## src/logic/mfrs_pkg.sv

```systemverilog
// Notes on behaviour
// RULE1 - Every unit abort or trap vectors through kernel virtual location 250.
// RULE2 - Any abort flag set freezes status bits 7-1 and the change and PC records.
// RULE3 - Error flags update only while relocation is active (enable, or maint+final dest).
// RULE4 - Software writes land only in error-flag, relocation-enable, maintenance and trap-enable bits.
// RULE5 - Software-set error flags raise no trap; software clears them after each fault.
// RULE6 - Non-resident abort on access key 0, 3 or 7, or illegal mode 2.
// RULE7 - Page-length abort when block number lies outside the page length field.
// RULE8 - Read-only abort on a write to a page with access key 1 or 2.
// RULE9 - Management trap on read with key 1 or 4, or write with key 4 or 5.
// RULE10 - Status bits 11 and 10 always read zero.
// RULE11 - Trap-enable clear takes no trap; when set the next potential trap is taken.
// RULE12 - A potential trap before the status write still traps at instruction end.
// RULE13 - Instruction-completed bit read-only, resets to one, cleared on hardware traps.
// RULE14 - Mode bits 6-5 record kernel 00, supervisor 01, user 11; 10 aborts.
// RULE15 - Bit 4 records space, bits 3-1 the faulting page number.
// RULE16 - Relocation-enable one relocates every address; zero leaves the unit inoperative; the code still checks final-dest references when maint is set.
// RULE17 - Change record clears on fetch; auto-inc/dec logs register mod 8 and amount.
// RULE18 - Two change entries, low byte first: amount above three-bit register number.
// RULE19 - Virtual PC takes fetch address, or trap vector on hardware traps only.
// RULE20 - Data-space enable bits 0,1,2 for user, supervisor, kernel; resets to zero.
// RULE21 - After flags clear, the next reference resumes normal status updating.
// RULE22 - Initialize clears flags and control bits, instruction-completed stays one.
package mfrs_pkg;
    localparam logic [15:0] MFRS_FAULT_VECTOR = 16'h00A8;
    localparam int          MFRS_ABT_NR       = 15;
    localparam int          MFRS_ABT_LEN      = 14;
    localparam int          MFRS_ABT_RO       = 13;
    localparam int          MFRS_TRP_MM       = 12;
    localparam int          MFRS_TRAP_EN      = 9;
    localparam int          MFRS_MAINT        = 8;
    localparam int          MFRS_INSTR_DONE   = 7;
    localparam int          MFRS_RELOCATION_ACTIVE_EN     = 0;
    localparam logic [1:0]  MFRS_MODE_ILLEGAL = 2'h2;
    localparam logic [2:0]  MFRS_DSE_MASK     = 3'h7;
    localparam logic [1:0]  MFRS_REG_FSC      = 2'h0;
    localparam logic [1:0]  MFRS_REG_RCR      = 2'h1;
    localparam logic [1:0]  MFRS_REG_VPC      = 2'h2;
    localparam logic [1:0]  MFRS_REG_DSE      = 2'h3;

    typedef enum logic [2:0] {
        MFRS_KEY_NONRES = 3'h0, MFRS_KEY_RO_TRAP = 3'h1, MFRS_KEY_RO = 3'h2,
        MFRS_KEY_RSV3   = 3'h3, MFRS_KEY_RW_TRAP = 3'h4, MFRS_KEY_RW_WTRAP = 3'h5,
        MFRS_KEY_RW     = 3'h6, MFRS_KEY_RSV7    = 3'h7
    } mfrs_key_type;

    // One memory reference as presented by the core
    typedef struct packed {
        logic         valid;
        logic         write;
        logic         dspace;
        logic         final_dest;
        logic [1:0]   mode;
        logic [15:0]  vaddr;
        mfrs_key_type key;
        logic [6:0]   page_len;
        logic         expand_down;
    } mfrs_ref_type;

    // Register change event from the core
    typedef struct packed {
        logic       valid;
        logic [2:0] regnum;
        logic [4:0] amount;
    } mfrs_chg_type;
endpackage

```

## src/logic/mfrs_access_check.sv

```systemverilog
`timescale 1ns/10ps
module mfrs_access_check
    import mfrs_pkg::*;
(
    // Reference in
    input  wire mfrs_ref_type ref_in,
    // Fault classes out
    output logic [3:0]        flags_out
);
    logic [6:0] blk;
    logic       len_err;
    always_comb begin
        blk     = ref_in.vaddr[12:6];
        len_err = ref_in.expand_down ? (blk < ref_in.page_len)
                                     : (blk > ref_in.page_len); // RULE7
        flags_out[3] = (ref_in.key == MFRS_KEY_NONRES)
                     || (ref_in.key == MFRS_KEY_RSV3)
                     || (ref_in.key == MFRS_KEY_RSV7)
                     || (ref_in.mode == MFRS_MODE_ILLEGAL); // RULE6 RULE14
        flags_out[2] = len_err;
        flags_out[1] = ref_in.write && ((ref_in.key == MFRS_KEY_RO_TRAP)
                     || (ref_in.key == MFRS_KEY_RO)); // RULE8
        flags_out[0] = ref_in.write
            ? ((ref_in.key == MFRS_KEY_RW_TRAP)
               || (ref_in.key == MFRS_KEY_RW_WTRAP))
            : ((ref_in.key == MFRS_KEY_RO_TRAP)
               || (ref_in.key == MFRS_KEY_RW_TRAP)); // RULE9
    end
endmodule // mfrs_access_check

```

## src/logic/mfrs_change_log.sv

```systemverilog
`timescale 1ns/10ps
module mfrs_change_log
    import mfrs_pkg::*;
(
    // Clock and reset
    input  wire logic         sys_clk_in,
    input  wire logic         rst_in,
    // Control
    input  wire logic         clear_in,
    input  wire logic         freeze_in,
    input  wire mfrs_chg_type chg_in,
    // Record
    output logic [15:0]       record_out
);
    logic [15:0] rec_r, rec_nxt;
    logic        hi_r, hi_nxt;
    always_comb begin
        rec_nxt = rec_r;
        hi_nxt  = hi_r;
        if (freeze_in) begin
            rec_nxt = rec_r; // RULE2
        end else if (clear_in) begin
            rec_nxt = 16'h0000; // RULE17
            hi_nxt  = 1'b0;
        end else if (chg_in.valid) begin
            if (!hi_r) begin
                rec_nxt[7:0] = {chg_in.amount, chg_in.regnum}; // RULE18
                hi_nxt       = 1'b1;
            end else begin
                rec_nxt[15:8] = {chg_in.amount, chg_in.regnum}; // RULE18
            end
        end
    end
    always_ff @(posedge sys_clk_in or posedge rst_in) begin
        if (rst_in) begin
            rec_r <= 16'h0000;
            hi_r  <= 1'b0;
        end else begin
            rec_r <= rec_nxt;
            hi_r  <= hi_nxt;
        end
    end
    assign record_out = rec_r;
endmodule // mfrs_change_log

```

## src/logic/mfrs_status.sv

```systemverilog
`timescale 1ns/10ps
module mfrs_status
    import mfrs_pkg::*;
(
    // Clock and reset
    input  wire logic         sys_clk_in,
    input  wire logic         rst_in,
    // Core events
    input  wire mfrs_ref_type ref_in,
    input  wire logic         fetch_in,
    input  wire logic         hw_trap_in,
    input  wire logic [15:0]  hw_vector_in,
    input  wire logic         instr_end_in,
    input  wire mfrs_chg_type chg_in,
    // Register access
    input  wire logic [1:0]   reg_sel_in,
    input  wire logic         reg_wr_in,
    input  wire logic [15:0]  reg_wdata_in,
    output logic [15:0]       reg_rdata_out,
    // Results to core
    output logic              abort_out,
    output logic              mm_trap_out,
    output logic [15:0]       vector_out,
    output logic              relocation_active_en_out,
    output logic              relocation_active_active_out,
    output logic [2:0]        dspace_en_out
);
    logic [3:0]  flags_r, flags_nxt;
    logic        trap_en_r, trap_en_nxt;
    logic        maint_r, maint_nxt;
    logic        relocation_active_r, relocation_active_nxt;
    logic        done_r, done_nxt;
    logic [1:0]  mode_r, mode_nxt;
    logic        space_r, space_nxt;
    logic [2:0]  page_r, page_nxt;
    logic [15:0] vpc_r, vpc_nxt;
    logic [2:0]  dse_r, dse_nxt;
    logic        pend_r, pend_nxt;
    logic        abort_r, abort_nxt;
    logic        trap_r, trap_nxt;
    logic [3:0]  hit;
    logic        relocation_active_act, freeze, fsc_wr;
    logic [15:0] fsc_val, rcr_val;
    logic        ref_take;

    mfrs_access_check u_check (
        .ref_in    (ref_in),
        .flags_out (hit)
    );

    assign freeze = |flags_r[3:1]; // RULE2

    mfrs_change_log u_log (
        .sys_clk_in (sys_clk_in),
        .rst_in     (rst_in),
        .clear_in   (fetch_in),
        .freeze_in  (freeze),
        .chg_in     (chg_in),
        .record_out (rcr_val)
    );

    always_comb begin
        relocation_active_act = relocation_active_r || (maint_r && ref_in.final_dest); // RULE3 RULE16
        fsc_wr    = reg_wr_in && (reg_sel_in == MFRS_REG_FSC);
        flags_nxt   = flags_r;
        trap_en_nxt = trap_en_r;
        maint_nxt   = maint_r;
        relocation_active_nxt   = relocation_active_r;
        done_nxt    = done_r;
        mode_nxt    = mode_r;
        space_nxt   = space_r;
        page_nxt    = page_r;
        vpc_nxt     = vpc_r;
        dse_nxt     = dse_r;
        pend_nxt    = pend_r;
        abort_nxt   = 1'b0;
        trap_nxt    = 1'b0;
        if (fsc_wr) begin
            // Software may write flag bits but that never raises a trap
            flags_nxt   = reg_wdata_in[MFRS_ABT_NR:MFRS_TRP_MM]; // RULE5
            trap_en_nxt = reg_wdata_in[MFRS_TRAP_EN]; // RULE4
            maint_nxt   = reg_wdata_in[MFRS_MAINT]; // RULE4
            relocation_active_nxt   = reg_wdata_in[MFRS_RELOCATION_ACTIVE_EN]; // RULE4
        end
        if (reg_wr_in && (reg_sel_in == MFRS_REG_DSE)) begin
            dse_nxt = reg_wdata_in[2:0] & MFRS_DSE_MASK; // RULE20
        end
        // Hardware events win over a same-cycle software write
        if (ref_in.valid && relocation_active_act && (flags_r == 4'h0)) begin // RULE21
            if (|hit[3:1]) begin
                flags_nxt = hit; // RULE3
                abort_nxt = 1'b1; // RULE1
            end else if (hit[0]) begin
                flags_nxt[0] = 1'b1; // RULE9
                // Latch the potential trap against the enable seen now
                if (trap_en_r) begin
                    pend_nxt = 1'b1; // RULE11 RULE12
                end
            end
            if (|hit) begin
                mode_nxt  = ref_in.mode; // RULE14
                space_nxt = ref_in.dspace; // RULE15
                page_nxt  = ref_in.vaddr[15:13]; // RULE15
            end
        end
        if (!freeze) begin
            if (fetch_in) begin
                vpc_nxt  = ref_in.vaddr; // RULE19
                done_nxt = 1'b1;
            end
            if (hw_trap_in) begin
                vpc_nxt  = hw_vector_in; // RULE19
                done_nxt = 1'b0; // RULE13
            end
        end
        if (instr_end_in && (pend_r || pend_nxt)) begin
            trap_nxt = 1'b1; // RULE12
            pend_nxt = 1'b0;
        end
    end

    always_ff @(posedge sys_clk_in or posedge rst_in) begin
        if (rst_in) begin
            flags_r   <= 4'h0; // RULE22
            trap_en_r <= 1'b0;
            maint_r   <= 1'b0;
            relocation_active_r   <= 1'b0;
            done_r    <= 1'b1; // RULE13
            mode_r    <= 2'h0;
            space_r   <= 1'b0;
            page_r    <= 3'h0;
            vpc_r     <= 16'h0000;
            dse_r     <= 3'h0; // RULE20
            pend_r    <= 1'b0;
            abort_r   <= 1'b0;
            trap_r    <= 1'b0;
        end else begin
            flags_r   <= flags_nxt;
            trap_en_r <= trap_en_nxt;
            maint_r   <= maint_nxt;
            relocation_active_r   <= relocation_active_nxt;
            done_r    <= done_nxt;
            mode_r    <= mode_nxt;
            space_r   <= space_nxt;
            page_r    <= page_nxt;
            vpc_r     <= vpc_nxt;
            dse_r     <= dse_nxt;
            pend_r    <= pend_nxt;
            abort_r   <= abort_nxt;
            trap_r    <= trap_nxt;
        end
    end

    always_comb begin
        fsc_val = {flags_r, 2'h0, trap_en_r, maint_r, done_r, mode_r,
                   space_r, page_r, relocation_active_r}; // RULE10
        case (reg_sel_in)
            MFRS_REG_FSC: reg_rdata_out = fsc_val;
            MFRS_REG_RCR: reg_rdata_out = rcr_val;
            MFRS_REG_VPC: reg_rdata_out = vpc_r;
            MFRS_REG_DSE: reg_rdata_out = {13'h0000, dse_r};
            default:      reg_rdata_out = 16'h0000;
        endcase
    end

    assign abort_out        = abort_r;
    assign mm_trap_out      = trap_r;
    assign vector_out       = MFRS_FAULT_VECTOR; // RULE1
    assign relocation_active_en_out     = relocation_active_r; // RULE16
    assign relocation_active_active_out = relocation_active_act;
    assign dspace_en_out    = dse_r;

    // A reference that the flags gate lets through
    assign ref_take = ref_in.valid && relocation_active_act && (flags_r == 4'h0);
endmodule // mfrs_status

```

## config.mk

```make
export PLATFORM = sky130hd
export DESIGN_NAME = mfrs_status
export DESIGN_NICKNAME = d
export VERILOG_FILES = /design/src/logic/mfrs_pkg.sv /design/src/logic/mfrs_access_check.sv /design/src/logic/mfrs_change_log.sv /design/src/logic/mfrs_status.sv
export SDC_FILE = /design/constraint.sdc
export NUM_CORES = 1
export LEC_CHECK = 0
export ABC_AREA = 0
export BUFFER_PORTS_ARGS = -buffer_cell sky130_fd_sc_hd__buf_4
export CAP_MARGIN = 30
export CORE_MARGIN = 5
export CORE_UTILIZATION = 49
export CTS_CLUSTER_DIAMETER = 120
export CTS_CLUSTER_SIZE = 14
export DETAILED_ROUTE_END_ITERATION = 10
export PLACE_DENSITY = 0.8
export SETUP_SLACK_MARGIN = 0.15
export SKIP_CTS_REPAIR_TIMING = 1
export SLEW_MARGIN = 10
export SYNTH_ARGS = -nofsm -noshare
export SYNTH_HDL_FRONTEND = slang
export SYNTH_HIERARCHICAL = 1
export SYNTH_SLANG_ARGS = --single-unit
```

## constraint.sdc

```tcl
create_clock -name sys_clk_in -period 2.3 [get_ports sys_clk_in]
set_input_delay 0.46 -clock sys_clk_in [delete_from_list [all_inputs] [get_ports sys_clk_in]]
set_output_delay 0.46 -clock sys_clk_in [all_outputs]
set_load 0.1 [all_outputs]
```

Word-level counts from Yosys, hierarchy flattened
Index checks and enable logic that the tools add are counted.

storage, ports and cells
  register bits = 53
  bits of input ports = 82

operators by class
  $lt $le $gt $ge = 2
  eq/ne operators = 11
  multiplexer cells = 26
  bitwise operators = 1
  reductions and logical operators = 29

operators by type and width
  cell                  count
  $mux W16              4
  $pmux W16 S4          1
  $mux W1               16
  $mux W8               2
  $eq A3 B3 Y1 const B  3
  $logic_or A1 B1 Y1    8
  $mux W4               2
  $gt A7 B7 Y1          1
  $logic_and A1 B1 Y1   7
  $lt A7 B7 Y1          1
  $eq A2 B2 Y1 const B  3
  $eq A3 B2 Y1 const B  2
  $reduce_and A2 Y1     3
  $reduce_and A3 Y1     2
  $reduce_bool A2 Y1    3
  $reduce_or A3 Y1      2
  $logic_not A4 Y1      1
  $reduce_or A4 Y1      1
  $eq A3 B1 Y1 const B  1
  $logic_not A3 Y1      1
  $mux W3               1
  $eq A2 B1 Y1 const B  1
  $logic_not A2 Y1      1
  $ne A2 B2 Y1 const B  1
  $not A1 Y1            1

Depth between registers and ports, before layout
Gate-level depths: netlist of the first run.

  depth after elaboration = 10
  depth in mapped cells = 10

Hierarchy
Netlist of the first run, hierarchy kept.

modules (own cells, without submodules)
  module             instances  cells an instance  area each (µm²)  sequential area each (µm²)
  mfrs_status        1          175                2097.0           902.1
  mfrs_change_log    1          63                 726.9            425.4
  mfrs_access_check  1          36                 250.2            0.0

Worst setup path before layout of the first run
OpenSTA, ideal clock, no wires.

  path kind = input to output
  from = input reg_sel_in[1]
  to = output reg_rdata_out[3]
  data arrival time = 3123 ps
  data required time = 1840 ps
  path slack = -1283 ps
  cell stages on the path = 4
  buffers on the path = 2
  path through = buf_2 -> buf_2 -> mux2i_1 -> o21ai_0

on the way
  word-level cells in the longest chain between the ends = 2
  elaborated cells on any way between the ends = 5
  classes of those cells = eq/ne: 3; mux: 1; reduce/logical: 1

RTL lines
  item                                  RTL line            source
  start: declaration                    mfrs_status.sv:16   input wire logic [1:0] reg_sel_in,
  $eq A2 B2 Y1 (tied with other cells)  mfrs_status.sv:157  case (reg_sel_in)
  $pmux W16 S4 *                        mfrs_status.sv:157
  end: declaration                      mfrs_status.sv:19   output logic [15:0] reg_rdata_out,

Mark *: on every way between the ends. The rest lies on a longest branch, timed or not.

Worst setup path in the final report of the first run
  from = input ref_in[19] (netlist bit)
  to = register page_r[1]

on the way
  word-level cells in the longest chain between the ends = 4
  elaborated cells on any way between the ends = 5
  classes of those cells = order compare: 2; mux: 1; reduce/logical: 2

RTL lines
  item                                          RTL line                                          source
  start: declaration                            mfrs_status.sv:9                                  input wire mfrs_ref_type ref_in,
  $gt A7 B7 Y1 or $lt A7 B7 Y1 (tied branches)  mfrs_access_check.sv:15, mfrs_access_check.sv:14
  $mux W1 *                                     mfrs_access_check.sv:14                           len_err = ref_in.expand_down ? (blk < ref_in.page_len)
  net hit[2]                                    mfrs_status.sv:41                                 logic [3:0] hit;
  $reduce_or A4 Y1 *                            mfrs_status.sv:100                                if (|hit) begin
  $reduce_and A2 Y1 (no source line) *          -
  end signal: assignment                        mfrs_status.sv:145                                page_r <= page_nxt;
  end: declaration                              mfrs_status.sv:35                                 logic [2:0] page_r, page_nxt;

The timed path passes the listed nets; every way through them passes the cells marked *.
A chain may end at the register's enable or synchronous reset.

==> results of run 1 <==
[registers in the layout (all words and copies together) (netlist names)]
| register | flops |
|---|---|
| u_log/record_out | 16 |
| vpc_r | 16 |
| flags_r | 4 |
| dspace_en_out | 3 |
| page_r | 3 |
| mode_r | 2 |
| abort_out | 1 |
| done_r | 1 |
| maint_r | 1 |
| mm_trap_out | 1 |
| pend_r | 1 |
| relocation_active_en_out | 1 |
| space_r | 1 |
| trap_en_r | 1 |
| u_log/hi_r | 1 |
[layout by cell type, fill, tap and decap left out, types with 3 or more instances in the layout]
| master | count |
|---|---|
| conb_1 | 16 |
| mux2_4 | 6 |
| a22oi_1 | 7 |
| nand2_1 | 19 |
| o2bb2ai_1 | 4 |
| ha_1 | 3 |
| ha_4 | 4 |
| o21ai_2 | 8 |
| mux4_2 | 3 |
| mux2_2 | 38 |
| inv_1 | 11 |
| a22o_1 | 10 |
| nor3_1 | 3 |
| nor2_1 | 3 |
| buf_6 | 4 |
| buf_4 | 106 |
| dfrtp_1 | 51 |
| o21ai_4 | 3 |
| nor2b_1 | 6 |
| a21oi_1 | 8 |
| mux2i_1 | 16 |
| o21ai_1 | 7 |
| clkbuf_8 | 7 |
[final timing paths]
check                              from                   end  slack, ns  depth (start not counted)
hold reg to reg                  pend_r                pend_r       0.49                          2
min in group sys_clk_in    instr_end_in                pend_r       0.30                          2
hold / removal                   rst_in            u_log/hi_r       0.25                          2
setup / recovery             ref_in[19]             page_r[1]       0.19                         11
max in group asynchronous        rst_in  u_log/record_out[14]       1.64                          2
setup reg to reg             flags_r[2]             page_r[1]       0.42                          5
[synth_stat cells, types with 2 or more instances]
library cell and n:
dfrtp_1 52, mux2_2 44, nand2_1 20, buf_4 18
mux2i_1 16, inv_1 14, o21ai_0 13, a22o_1 10
a21oi_1 9, a22oi_1 7, ha_1 7, o21ai_1 7
nor2b_1 6, clkbuf_1 5, buf_2 4, o2bb2ai_1 4
mux4_2 3, nor2_1 3, nor3_1 3, a21o_1 2
conb_1 2, nand2b_1 2, nand3_1 2, xnor2_1 2
[metal layers]
layer | global-route usage | vias to the layer above | share of wire
li1 | - | 1165 | -
met1 | 0.286 | 1233 | 0.42
met2 | 0.345 | 98 | 0.50
met3 | 0.0313 | 6 | 0.070
met4 | 0.0595 | 0 | 0.0093
met5 | 0 | - | 0
[power groups by stage]
stage	clock [W]	combinational, W	sequential (W)
2_1_floorplan	0	0.00194	0.00166
3_3_place_gp	0	0.00247	0.00162
3_5_place_dp	0	0.00253	0.00164
4_1_cts	0.000581	0.00253	0.00162
5_1_grt	0.000627	0.00269	0.00167
6_report	0.000568	0.00254	0.00162
[cell families after synthesis]
| group | share of synthesized area |
|---|---|
| adder cells (fa/ha/maj) | 0.0285 |
| flip-flops | 0.432 |
| AO/OA/AOI/OAI | 0.123 |
| multiplexers | 0.235 |
| buffers and inverters | 0.0749 |
| AND/OR/NAND/NOR | 0.0989 |
| XOR/XNOR | 0.00570 |
| other | 0.00244 |
[area by class of cell]
type / instances / share of cell area
multi-input cells: 193 / 0.413
flip-flops and latches: 53 / 0.318
repair buffers: 111 / 0.205
clock buffers: 7 / 0.0231
well taps: 75 / 0.0225
inverters: 15 / 0.0168
clock inverters: 1 / 0.00120
[stage by stage]
stage	instances	hold WS (ns)	power [W]
detailed placement	447	0.475	0.00416
global route	455	0.279	0.00499
global placement	447	0.470	0.00410
finish	455	0.249	0.00473
CTS	455	0.257	0.00473
floorplan	288	0.386	0.00360
==> results.py, run 1 <==
metrics = {
    "layout": {
        "area_delta_synth_final_pct": 35.9,
        "drive_above_1_share": 0.524,
        "nNetsFinal": 468,
        "post-route-util": 0.693,
        "fill_cells": 447,
        "final_area_mm2": 0.00418,
        "antenna_cells": 0,
        "ff_latch_area_mm2": 0.00133,
        "multi_input_area_mm2": 0.00173,
    },
    "worst_setup_path": {
        "criticalPathCategory": "input port to flop",
        "critPathCaptureType": "flop",
        "cp_slowest_cell": "nor4_4",
        "critPathLaunchType": "input port",
        "path_buf_inv": 3,
        "cp_max_fo": 5,
        "max_stage_delay_ns": 0.29,
        "arrival_ns": 2.30,
        "worstPathCellList": "buf_6 > ha_4 > a21oi_1 > o21a_1 > o221ai_2 > mux2i_1 > buf_4 > nor4_4 > nor4_4 > buf_6 > mux2_4",
        "cpLargestDelayFamily": "compound AO/OA/AOI/OAI gates",
        "cp.required_ns": 2.49,
    },
    "detailed_routing": {
        "dr.pass1.iters": 4,
        "drt-initial-drc-count": 116,
        "ant_nets": 0,
        "vias": 2502,
        "drc": 0,
        "viasPerCell": 5.50,
        "wl_per_cell_um": 17.5,
        "wl_um": 7980,
    },
    "floorplanning": {
        "chipHeight_um": 89.2,
        "die_w_um": 89.2,
        "ios": 121,
        "dieArea_mm2": 0.00796,
        "start_util": 0.510,
        "rows": 28,
        "core_area_mm2": 0.00603,
    },
    "sta": {
        "period_minus_slack_ns": 2.11,
        "tightest_slew_ns": 0.647,
        "final_max_slew_viol_count": 0,
        "skew_ns": 0.00524,
        "setup_viol": 0,
        "fin_crit_sh": 0.919,
        "relSlewSlack": 0.568,
        "hold_violations": 0,
        "setup_ws_ns": 0.187,
        "tns_ns": 0,
        "rsz0062_at_grt": "true",
        "max_freq_mhz": 473,
    },
    "grt": {
        "grt_antenna_before_repair": 0,
        "grt_pass1_vias": 2553,
        "grt_overflow": 0,
        "grt_use_total": 0.209,
        "grt_pass1_wl_um": 12700,
        "grt_max_degree": 37,
    },
    "yosys": {
        "synthTopCellsByArea": "dfrtp_1 42%, mux2_2 16%, mux2i_1 5.2%, buf_4 4.4%, a22o_1 2.8%",
        "synth_area_mm2": 0.00307,
        "yosys_warnings": 6,
        "synth_seq_cells": 53,
        "synthArstFlopShare": 1.00,
        "synthCells": 274,
        "syn_area_per_cell_um2": 11.2,
        "synth_largest_area_cell": "dfrtp_1",
        "yosysUniqueCellTypes": 43,
        "yosysTopAreaCellShare": 0.423,
        "ys.flop_type": "dfrtp_1",
        "ys_seq_area_frac": 0.432,
        "synth_edf_count": 0,
    },
    "power_and_ir_drop": {
        "p_per_area_mw_per_mm2": 1130,
        "seqPwrFrac": 0.343,
        "vdd_ir_drop_max_uv": 766,
        "swShare": 0.472,
        "pwr-share-comb": 0.537,
        "power.share.clock": 0.120,
        "p_leak_nw": 1.96,
        "netSwitchingPower_w": 0.00223,
        "p_int_w": 0.00250,
    },
    "hold_path": {
        "hold_class": "input port to asynchronous set/reset pin",
    },
    "cts": {
        "clkSlewWorstSetupHoldPaths_ns": 0.09,
        "cts-root-buf": "clkbuf_8",
        "cts_max_level": 2,
        "clockBufferDepth": 2,
        "cts_tree": "done",
        "cts_buffers": 5,
        "clock_sinks": 53,
        "clock_latency_ns": 0.30,
    },
    "flow_run": {
        "drv_cap": 0,
    },
    "placement": {
        "port_buffers": 97,
        "dpl_worst_slack_ns": -0.173,
        "hpwl_um": 6290,
        "placed_area_mm2": 0.00403,
        "gp_congestion": 0.824,
    },
    "status": {
        "status": "complete, no violations",
    },
}
No activity file was read; power rests on OpenSTA's default activity.
==> run 2, diff against run 1 <==
--- a/config.mk
+++ b/config.mk
@@ -8,7 +8,7 @@
 export ABC_AREA = 0
 export BUFFER_PORTS_ARGS = -buffer_cell sky130_fd_sc_hd__buf_4
 export CAP_MARGIN = 30
-export CORE_MARGIN = 5
+export CORE_MARGIN = 1
 export CORE_UTILIZATION = 49
 export CTS_CLUSTER_DIAMETER = 120
 export CTS_CLUSTER_SIZE = 14
==> run 2 against run 1 <==
Compared with the run above:
- global-route usage increased by 4.1 points
- sequential power about the same
- critical path type unchanged
- critical endpoint is now page_r[0]
- combinational power about the same
- first-iteration DRC count increased by 21%
- setup slack improved by 0.015 ns
- clock skew increased by 0.0041 ns
- wire length decreased by 5.6%
- via count increased by 0.32%
- total power decreased by 1.4%
- non-clock buffer count decreased by 1
==> results.py, run 2 (synthesized netlist as in run 1, its figures left out) <==
metrics = {
    "cts": {
        "clockBufferDepth": 2,
        "cts_tree": "done",
        "cts_buffers": 5,
        "clkSlewWorstSetupHoldPaths_ns": 0.09,
        "clock_sinks": 53,
        "cts_max_level": 2,
        "clock_latency_ns": 0.31,
        "cts-root-buf": "clkbuf_8",
    },
    "worst_setup_path": {
        "r2r_setup_slack_ns": 0.41,
        "reg2regPathDepth": 5,
        "cp.required_ns": 2.49,
        "critPathCaptureType": "flop",
        "r2r_start": "flags_r[2]",
        "arrival_ns": 2.29,
        "critPathLaunchType": "input port",
        "cp_max_fo": 5,
        "critPathLaunch": "ref_in[3]",
        "criticalPathCategory": "input port to flop",
        "timing.rr.end": "page_r[0]",
    },
    "grt": {
        "grt_overflow": 0,
        "grt_pass1_wl_um": 12200,
        "grt_pass1_vias": 2410,
        "grt_max_degree": 29,
        "grt_use_total": 0.249,
        "grt_antenna_before_repair": 0,
    },
    "floorplanning": {
        "ios": 121,
        "start_util": 0.513,
        "die_w_um": 81.2,
        "rows": 28,
        "dieArea_mm2": 0.00659,
        "chipHeight_um": 81.2,
        "core_area_mm2": 0.00599,
    },
    "detailed_routing": {
        "drt-initial-drc-count": 140,
        "vias": 2510,
        "viasPerCell": 5.53,
        "wl_um": 7530,
        "wl_per_cell_um": 16.6,
        "drc": 0,
        "ant_nets": 0,
        "dr.pass1.iters": 4,
    },
    "layout": {
        "multi_input_area_mm2": 0.00174,
        "drive_above_1_share": 0.522,
        "post-route-util": 0.695,
        "area_delta_synth_final_pct": 35.4,
        "final_common_cell": "buf_4",
        "fill_cells": 458,
        "final_cell_mix": "105 x buf_4, 51 x dfrtp_1, 38 x mux2_2",
        "nNetsFinal": 467,
        "fin_cells": 454,
        "antenna_cells": 0,
        "ff_latch_area_mm2": 0.00133,
    },
    "power_and_ir_drop": {
        "p_total_w": 0.00466,
        "p_per_area_mw_per_mm2": 1120,
        "vdd_ir_drop_max_uv": 1040,
        "p_leak_nw": 1.95,
    },
    "hold_path": {
        "hold_class": "input port to asynchronous set/reset pin",
    },
    "sta": {
        "tightest_slew_ns": 0.682,
        "final_max_slew_viol_count": 0,
        "relSlewSlack": 0.545,
        "period_minus_slack_ns": 2.10,
        "skew_ns": 0.00935,
        "fin_crit_sh": 0.912,
        "max_freq_mhz": 477,
        "rsz0062_at_grt": "true",
        "setup_viol": 0,
        "hold_violations": 0,
        "tns_ns": 0,
    },
    "status": {
        "status": "complete, no violations",
    },
    "placement": {
        "gp_congestion": 0.849,
        "hpwl_um": 5850,
        "dp_cells": 446,
        "port_buffers": 97,
    },
    "flow_run": {
        "drv_cap": 0,
    },
}
[run 2: cell count changes in the layout (fill, tap and decap cells not counted), sizes merged]
cell | previous run | this run
clkinv | 1 | 2
clkbuf | 7 | 6
buf | 111 | 110
[run 2: report_power, final]
part / switching (W) / internal [W] / leakage, nW
Sequential: 0.000287 / 0.00134 / 0.643
Clock: 0.000300 / 0.000212 / 0.0450
Combinational: 0.00164 / 0.000881 / 1.26
[run 2: area by class of cell]
class | count | share of cell area
Multi-Input combinational cell | 193 | 0.418
Tap cell | 75 | 0.0225
Clock inverter | 2 | 0.00240
Inverter | 15 | 0.0168
Sequential cell | 53 | 0.319
Clock buffer | 6 | 0.0174
Timing Repair Buffer | 110 | 0.204
[run 2: how the worst max path moves through the flow]
| stage | to | slack [ns] | cells after the start |
|---|---|---|---|
| global route | page_r[0] | 0.07 | 11 |
| CTS | page_r[0] | 0.15 | 12 |
| finish | page_r[0] | 0.20 | 12 |
| global placement | space_r | -0.14 | 12 |
| floorplan | reg_rdata_out[12] | -0.07 | 3 |
| detailed placement | page_r[1] | -0.18 | 12 |
[run 2: metal layers]
metal	global-route usage	up-vias	share of wire	wire length (um)
met5	0	-	0	0
met4	0.0464	0	0.0096	72
met3	0.0472	10	0.055	413
met2	0.414	98	0.50	3800
met1	0.341	1235	0.43	3250
li1	-	1167	-	-
[run 2: worst max-delay path, stage by stage]
cell,delay (ns)
buf_8,0.08
inv_8,0.03
ha_4,0.26
nand2_2,0.04
o21a_1,0.18
o221ai_2,0.18
mux2i_1,0.20
buf_4,0.14
nor4_4,0.05
nor4_4,0.18
buf_6,0.18
mux2_4,0.30
[run 2: through the flow]
step / hold slack (ns) / setup WS (ns) / cell area, um2
floorplan: 0.386 / -0.0683 / 3270
global route: 0.125 / 0.0694 / 4160
CTS: 0.119 / 0.153 / 4100
detailed placement: 0.454 / -0.175 / 4020
finish: 0.122 / 0.203 / 4160
global placement: 0.453 / -0.138 / 4020
==> run 3, diff against run 2 <==
--- a/config.mk
+++ b/config.mk
@@ -5,7 +5,6 @@
 export SDC_FILE = /design/constraint.sdc
 export NUM_CORES = 1
 export LEC_CHECK = 0
-export ABC_AREA = 0
 export BUFFER_PORTS_ARGS = -buffer_cell sky130_fd_sc_hd__buf_4
 export CAP_MARGIN = 30
 export CORE_MARGIN = 1
==> constraint.sdc (replaced) <==
create_clock -name sys_clk_in -period 2.3 [get_ports sys_clk_in]
set_input_delay 0.115 -clock sys_clk_in [delete_from_list [all_inputs] [get_ports sys_clk_in]]
set_output_delay 0.115 -clock sys_clk_in [all_outputs]
set_load 0.1 [all_outputs]
==> run 3 against run 2 <==
Compared with the run above:
- sequential power about the same
- count of clock-buffer cells in the layout decreased by 1
- sequential share of layout area increased by 1.8 points
- cell area shrank 5.5%
- clock power fell by 1%
- critical path type unchanged
- critical endpoint is now mode_r[1]
==> results.py, run 3 (synthesized netlist as in run 1, its figures left out) <==
metrics = {
    "power_and_ir_drop": {
        "p_per_area_mw_per_mm2": 1150,
        "vdd_ir_drop_max_uv": 1110,
        "p_leak_nw": 1.87,
    },
    "grt": {
        "grt_pass1_vias": 2546,
        "grt_overflow": 0,
        "grt_antenna_before_repair": 0,
        "grt_use_total": 0.246,
        "grt_max_degree": 37,
        "grt_pass1_wl_um": 12100,
    },
    "layout": {
        "fill_cells": 479,
        "final_cell_mix": "103 x buf_4, 51 x dfrtp_1, 44 x mux2_2",
        "antenna_cells": 0,
        "area_delta_synth_final_pct": 28.0,
        "nNetsFinal": 462,
        "final_area_mm2": 0.00394,
        "drive_above_1_share": 0.460,
        "final_common_cell": "buf_4",
    },
    "placement": {
        "gp_congestion": 0.859,
        "port_buffers": 97,
        "hpwl_um": 5850,
        "placed_area_mm2": 0.00383,
        "dpl_worst_slack_ns": -0.00325,
    },
    "flow_run": {
        "drv_cap": 0,
    },
    "cts": {
        "cts_buffers": 5,
        "cts_max_level": 2,
        "cts_tree": "done",
        "clock_latency_ns": 0.30,
        "cts-root-buf": "clkbuf_8",
        "clkSlewWorstSetupHoldPaths_ns": 0.09,
        "clockBufferDepth": 2,
        "clock_sinks": 53,
    },
    "worst_setup_path": {
        "crit_top_cell": "buf_4",
        "max_stage_delay_ns": 0.52,
        "cp_slowest_cell": "nor4_1",
        "critPathCaptureType": "flop",
        "cp.required_ns": 2.49,
        "path_buf_inv": 3,
        "criticalPathCategory": "input port to flop",
        "cpLargestDelayFamily": "simple AND/OR/NAND/NOR gates",
        "worstPathCellList": "buf_4 > inv_1 > ha_1 > a21oi_1 > o21a_1 > o221ai_2 > mux2i_1 > nor4_1 > nor4_4 > buf_4 > mux2_2",
        "arrival_ns": 2.18,
        "critPathLaunchType": "input port",
        "cp_max_fo": 6,
    },
    "detailed_routing": {
        "ant_nets": 0,
        "dr.pass1.iters": 4,
        "drt-initial-drc-count": 142,
        "wl_per_cell_um": 16.6,
        "vias": 2465,
        "drc": 0,
        "viasPerCell": 5.49,
        "wl_um": 7430,
    },
    "floorplanning": {
        "die_w_um": 81.2,
        "core_area_mm2": 0.00599,
        "ios": 121,
        "dieArea_mm2": 0.00659,
        "chipHeight_um": 81.2,
        "rows": 28,
        "start_util": 0.513,
    },
    "sta": {
        "tightest_slew_ns": 0.731,
        "relSlewSlack": 0.511,
        "tns_ns": 0,
        "setup_viol": 0,
        "period_minus_slack_ns": 1.99,
        "skew_ns": 0.00542,
        "final_max_slew_viol_count": 0,
        "setup_ws_ns": 0.308,
        "max_freq_mhz": 502,
        "fin_crit_sh": 0.866,
        "rsz0062_at_grt": "false",
        "hold_violations": 0,
    },
    "status": {
        "status": "complete, no violations",
    },
    "hold_path": {
        "hold_class": "input port to flop",
    },
}
==> run 3: cell count changes in the layout (fill, tap and decap cells not counted), sizes merged <==
cell and change:
buf -7, clkbuf -1, clkinvlp +1, dlygate4sd3 +2
==> run 3: worst paths after layout <==
| check | startpoint | end | slack (ns) | depth (start not counted) |
|---|---|---|---|---|
| worst max-delay path | ref_in[3] | mode_r[1] | 0.31 | 11 |
| worst min-delay path | reg_wdata_in[1] | dspace_en_out[1] | 0.05 | 2 |
| worst max register to register | flags_r[2] | mode_r[1] | 0.36 | 5 |
| worst min register to register | pend_r | pend_r | 0.49 | 2 |
| max in group asynchronous | rst_in | u_log/record_out[2] | 1.42 | 3 |
| min in group asynchronous | rst_in | u_log/record_out[7] | 0.47 | 3 |
==> run 3: layer usage <==
metal	routed length [um]	vias up	GRT usage
met4	153	0	0.0911
met2	3740	99	0.408
li1	-	1149	-
met1	3150	1203	0.328
met5	0	-	0
met3	386	14	0.0326
==> run 3: worst register-to-register path: stages, from the launching register on <==
cell,delay (ns)
dfrtp_1,0.44
nor3_4,0.30
inv_2,0.24
nor4_4,0.32
buf_4,0.20
mux2_2,0.34
==> run 3: stage by stage <==
step                      instances  hold WS (ns)  power [W]   util
after floorplan                 288        0.0411    0.00348      -
after global placement          439         0.245    0.00396  0.639
after detailed placement        439         0.245    0.00404  0.639
after CTS                       447       -0.0825    0.00454  0.654
after global routing            449        0.0308    0.00479  0.657
final                           449        0.0454    0.00453  0.657
==> run 3: final cells by class <==
class	count	area (um2)	area share
Clock buffer	5	68.8	0.0175
Clock inverter	3	17.5	0.00445
Inverter	15	60.1	0.0153
Multi-Input combinational cell	193	1570	0.400
Sequential cell	53	1330	0.338
Tap cell	75	93.8	0.0238
Timing Repair Buffer	105	793	0.202
==> run 3: power by group <==
part | switching (W) | leakage [nW] | internal, W
registers | 0.000281 | 0.643 | 0.00134
clock network | 0.000296 | 0.0439 | 0.000211
logic | 0.00160 | 1.18 | 0.000807
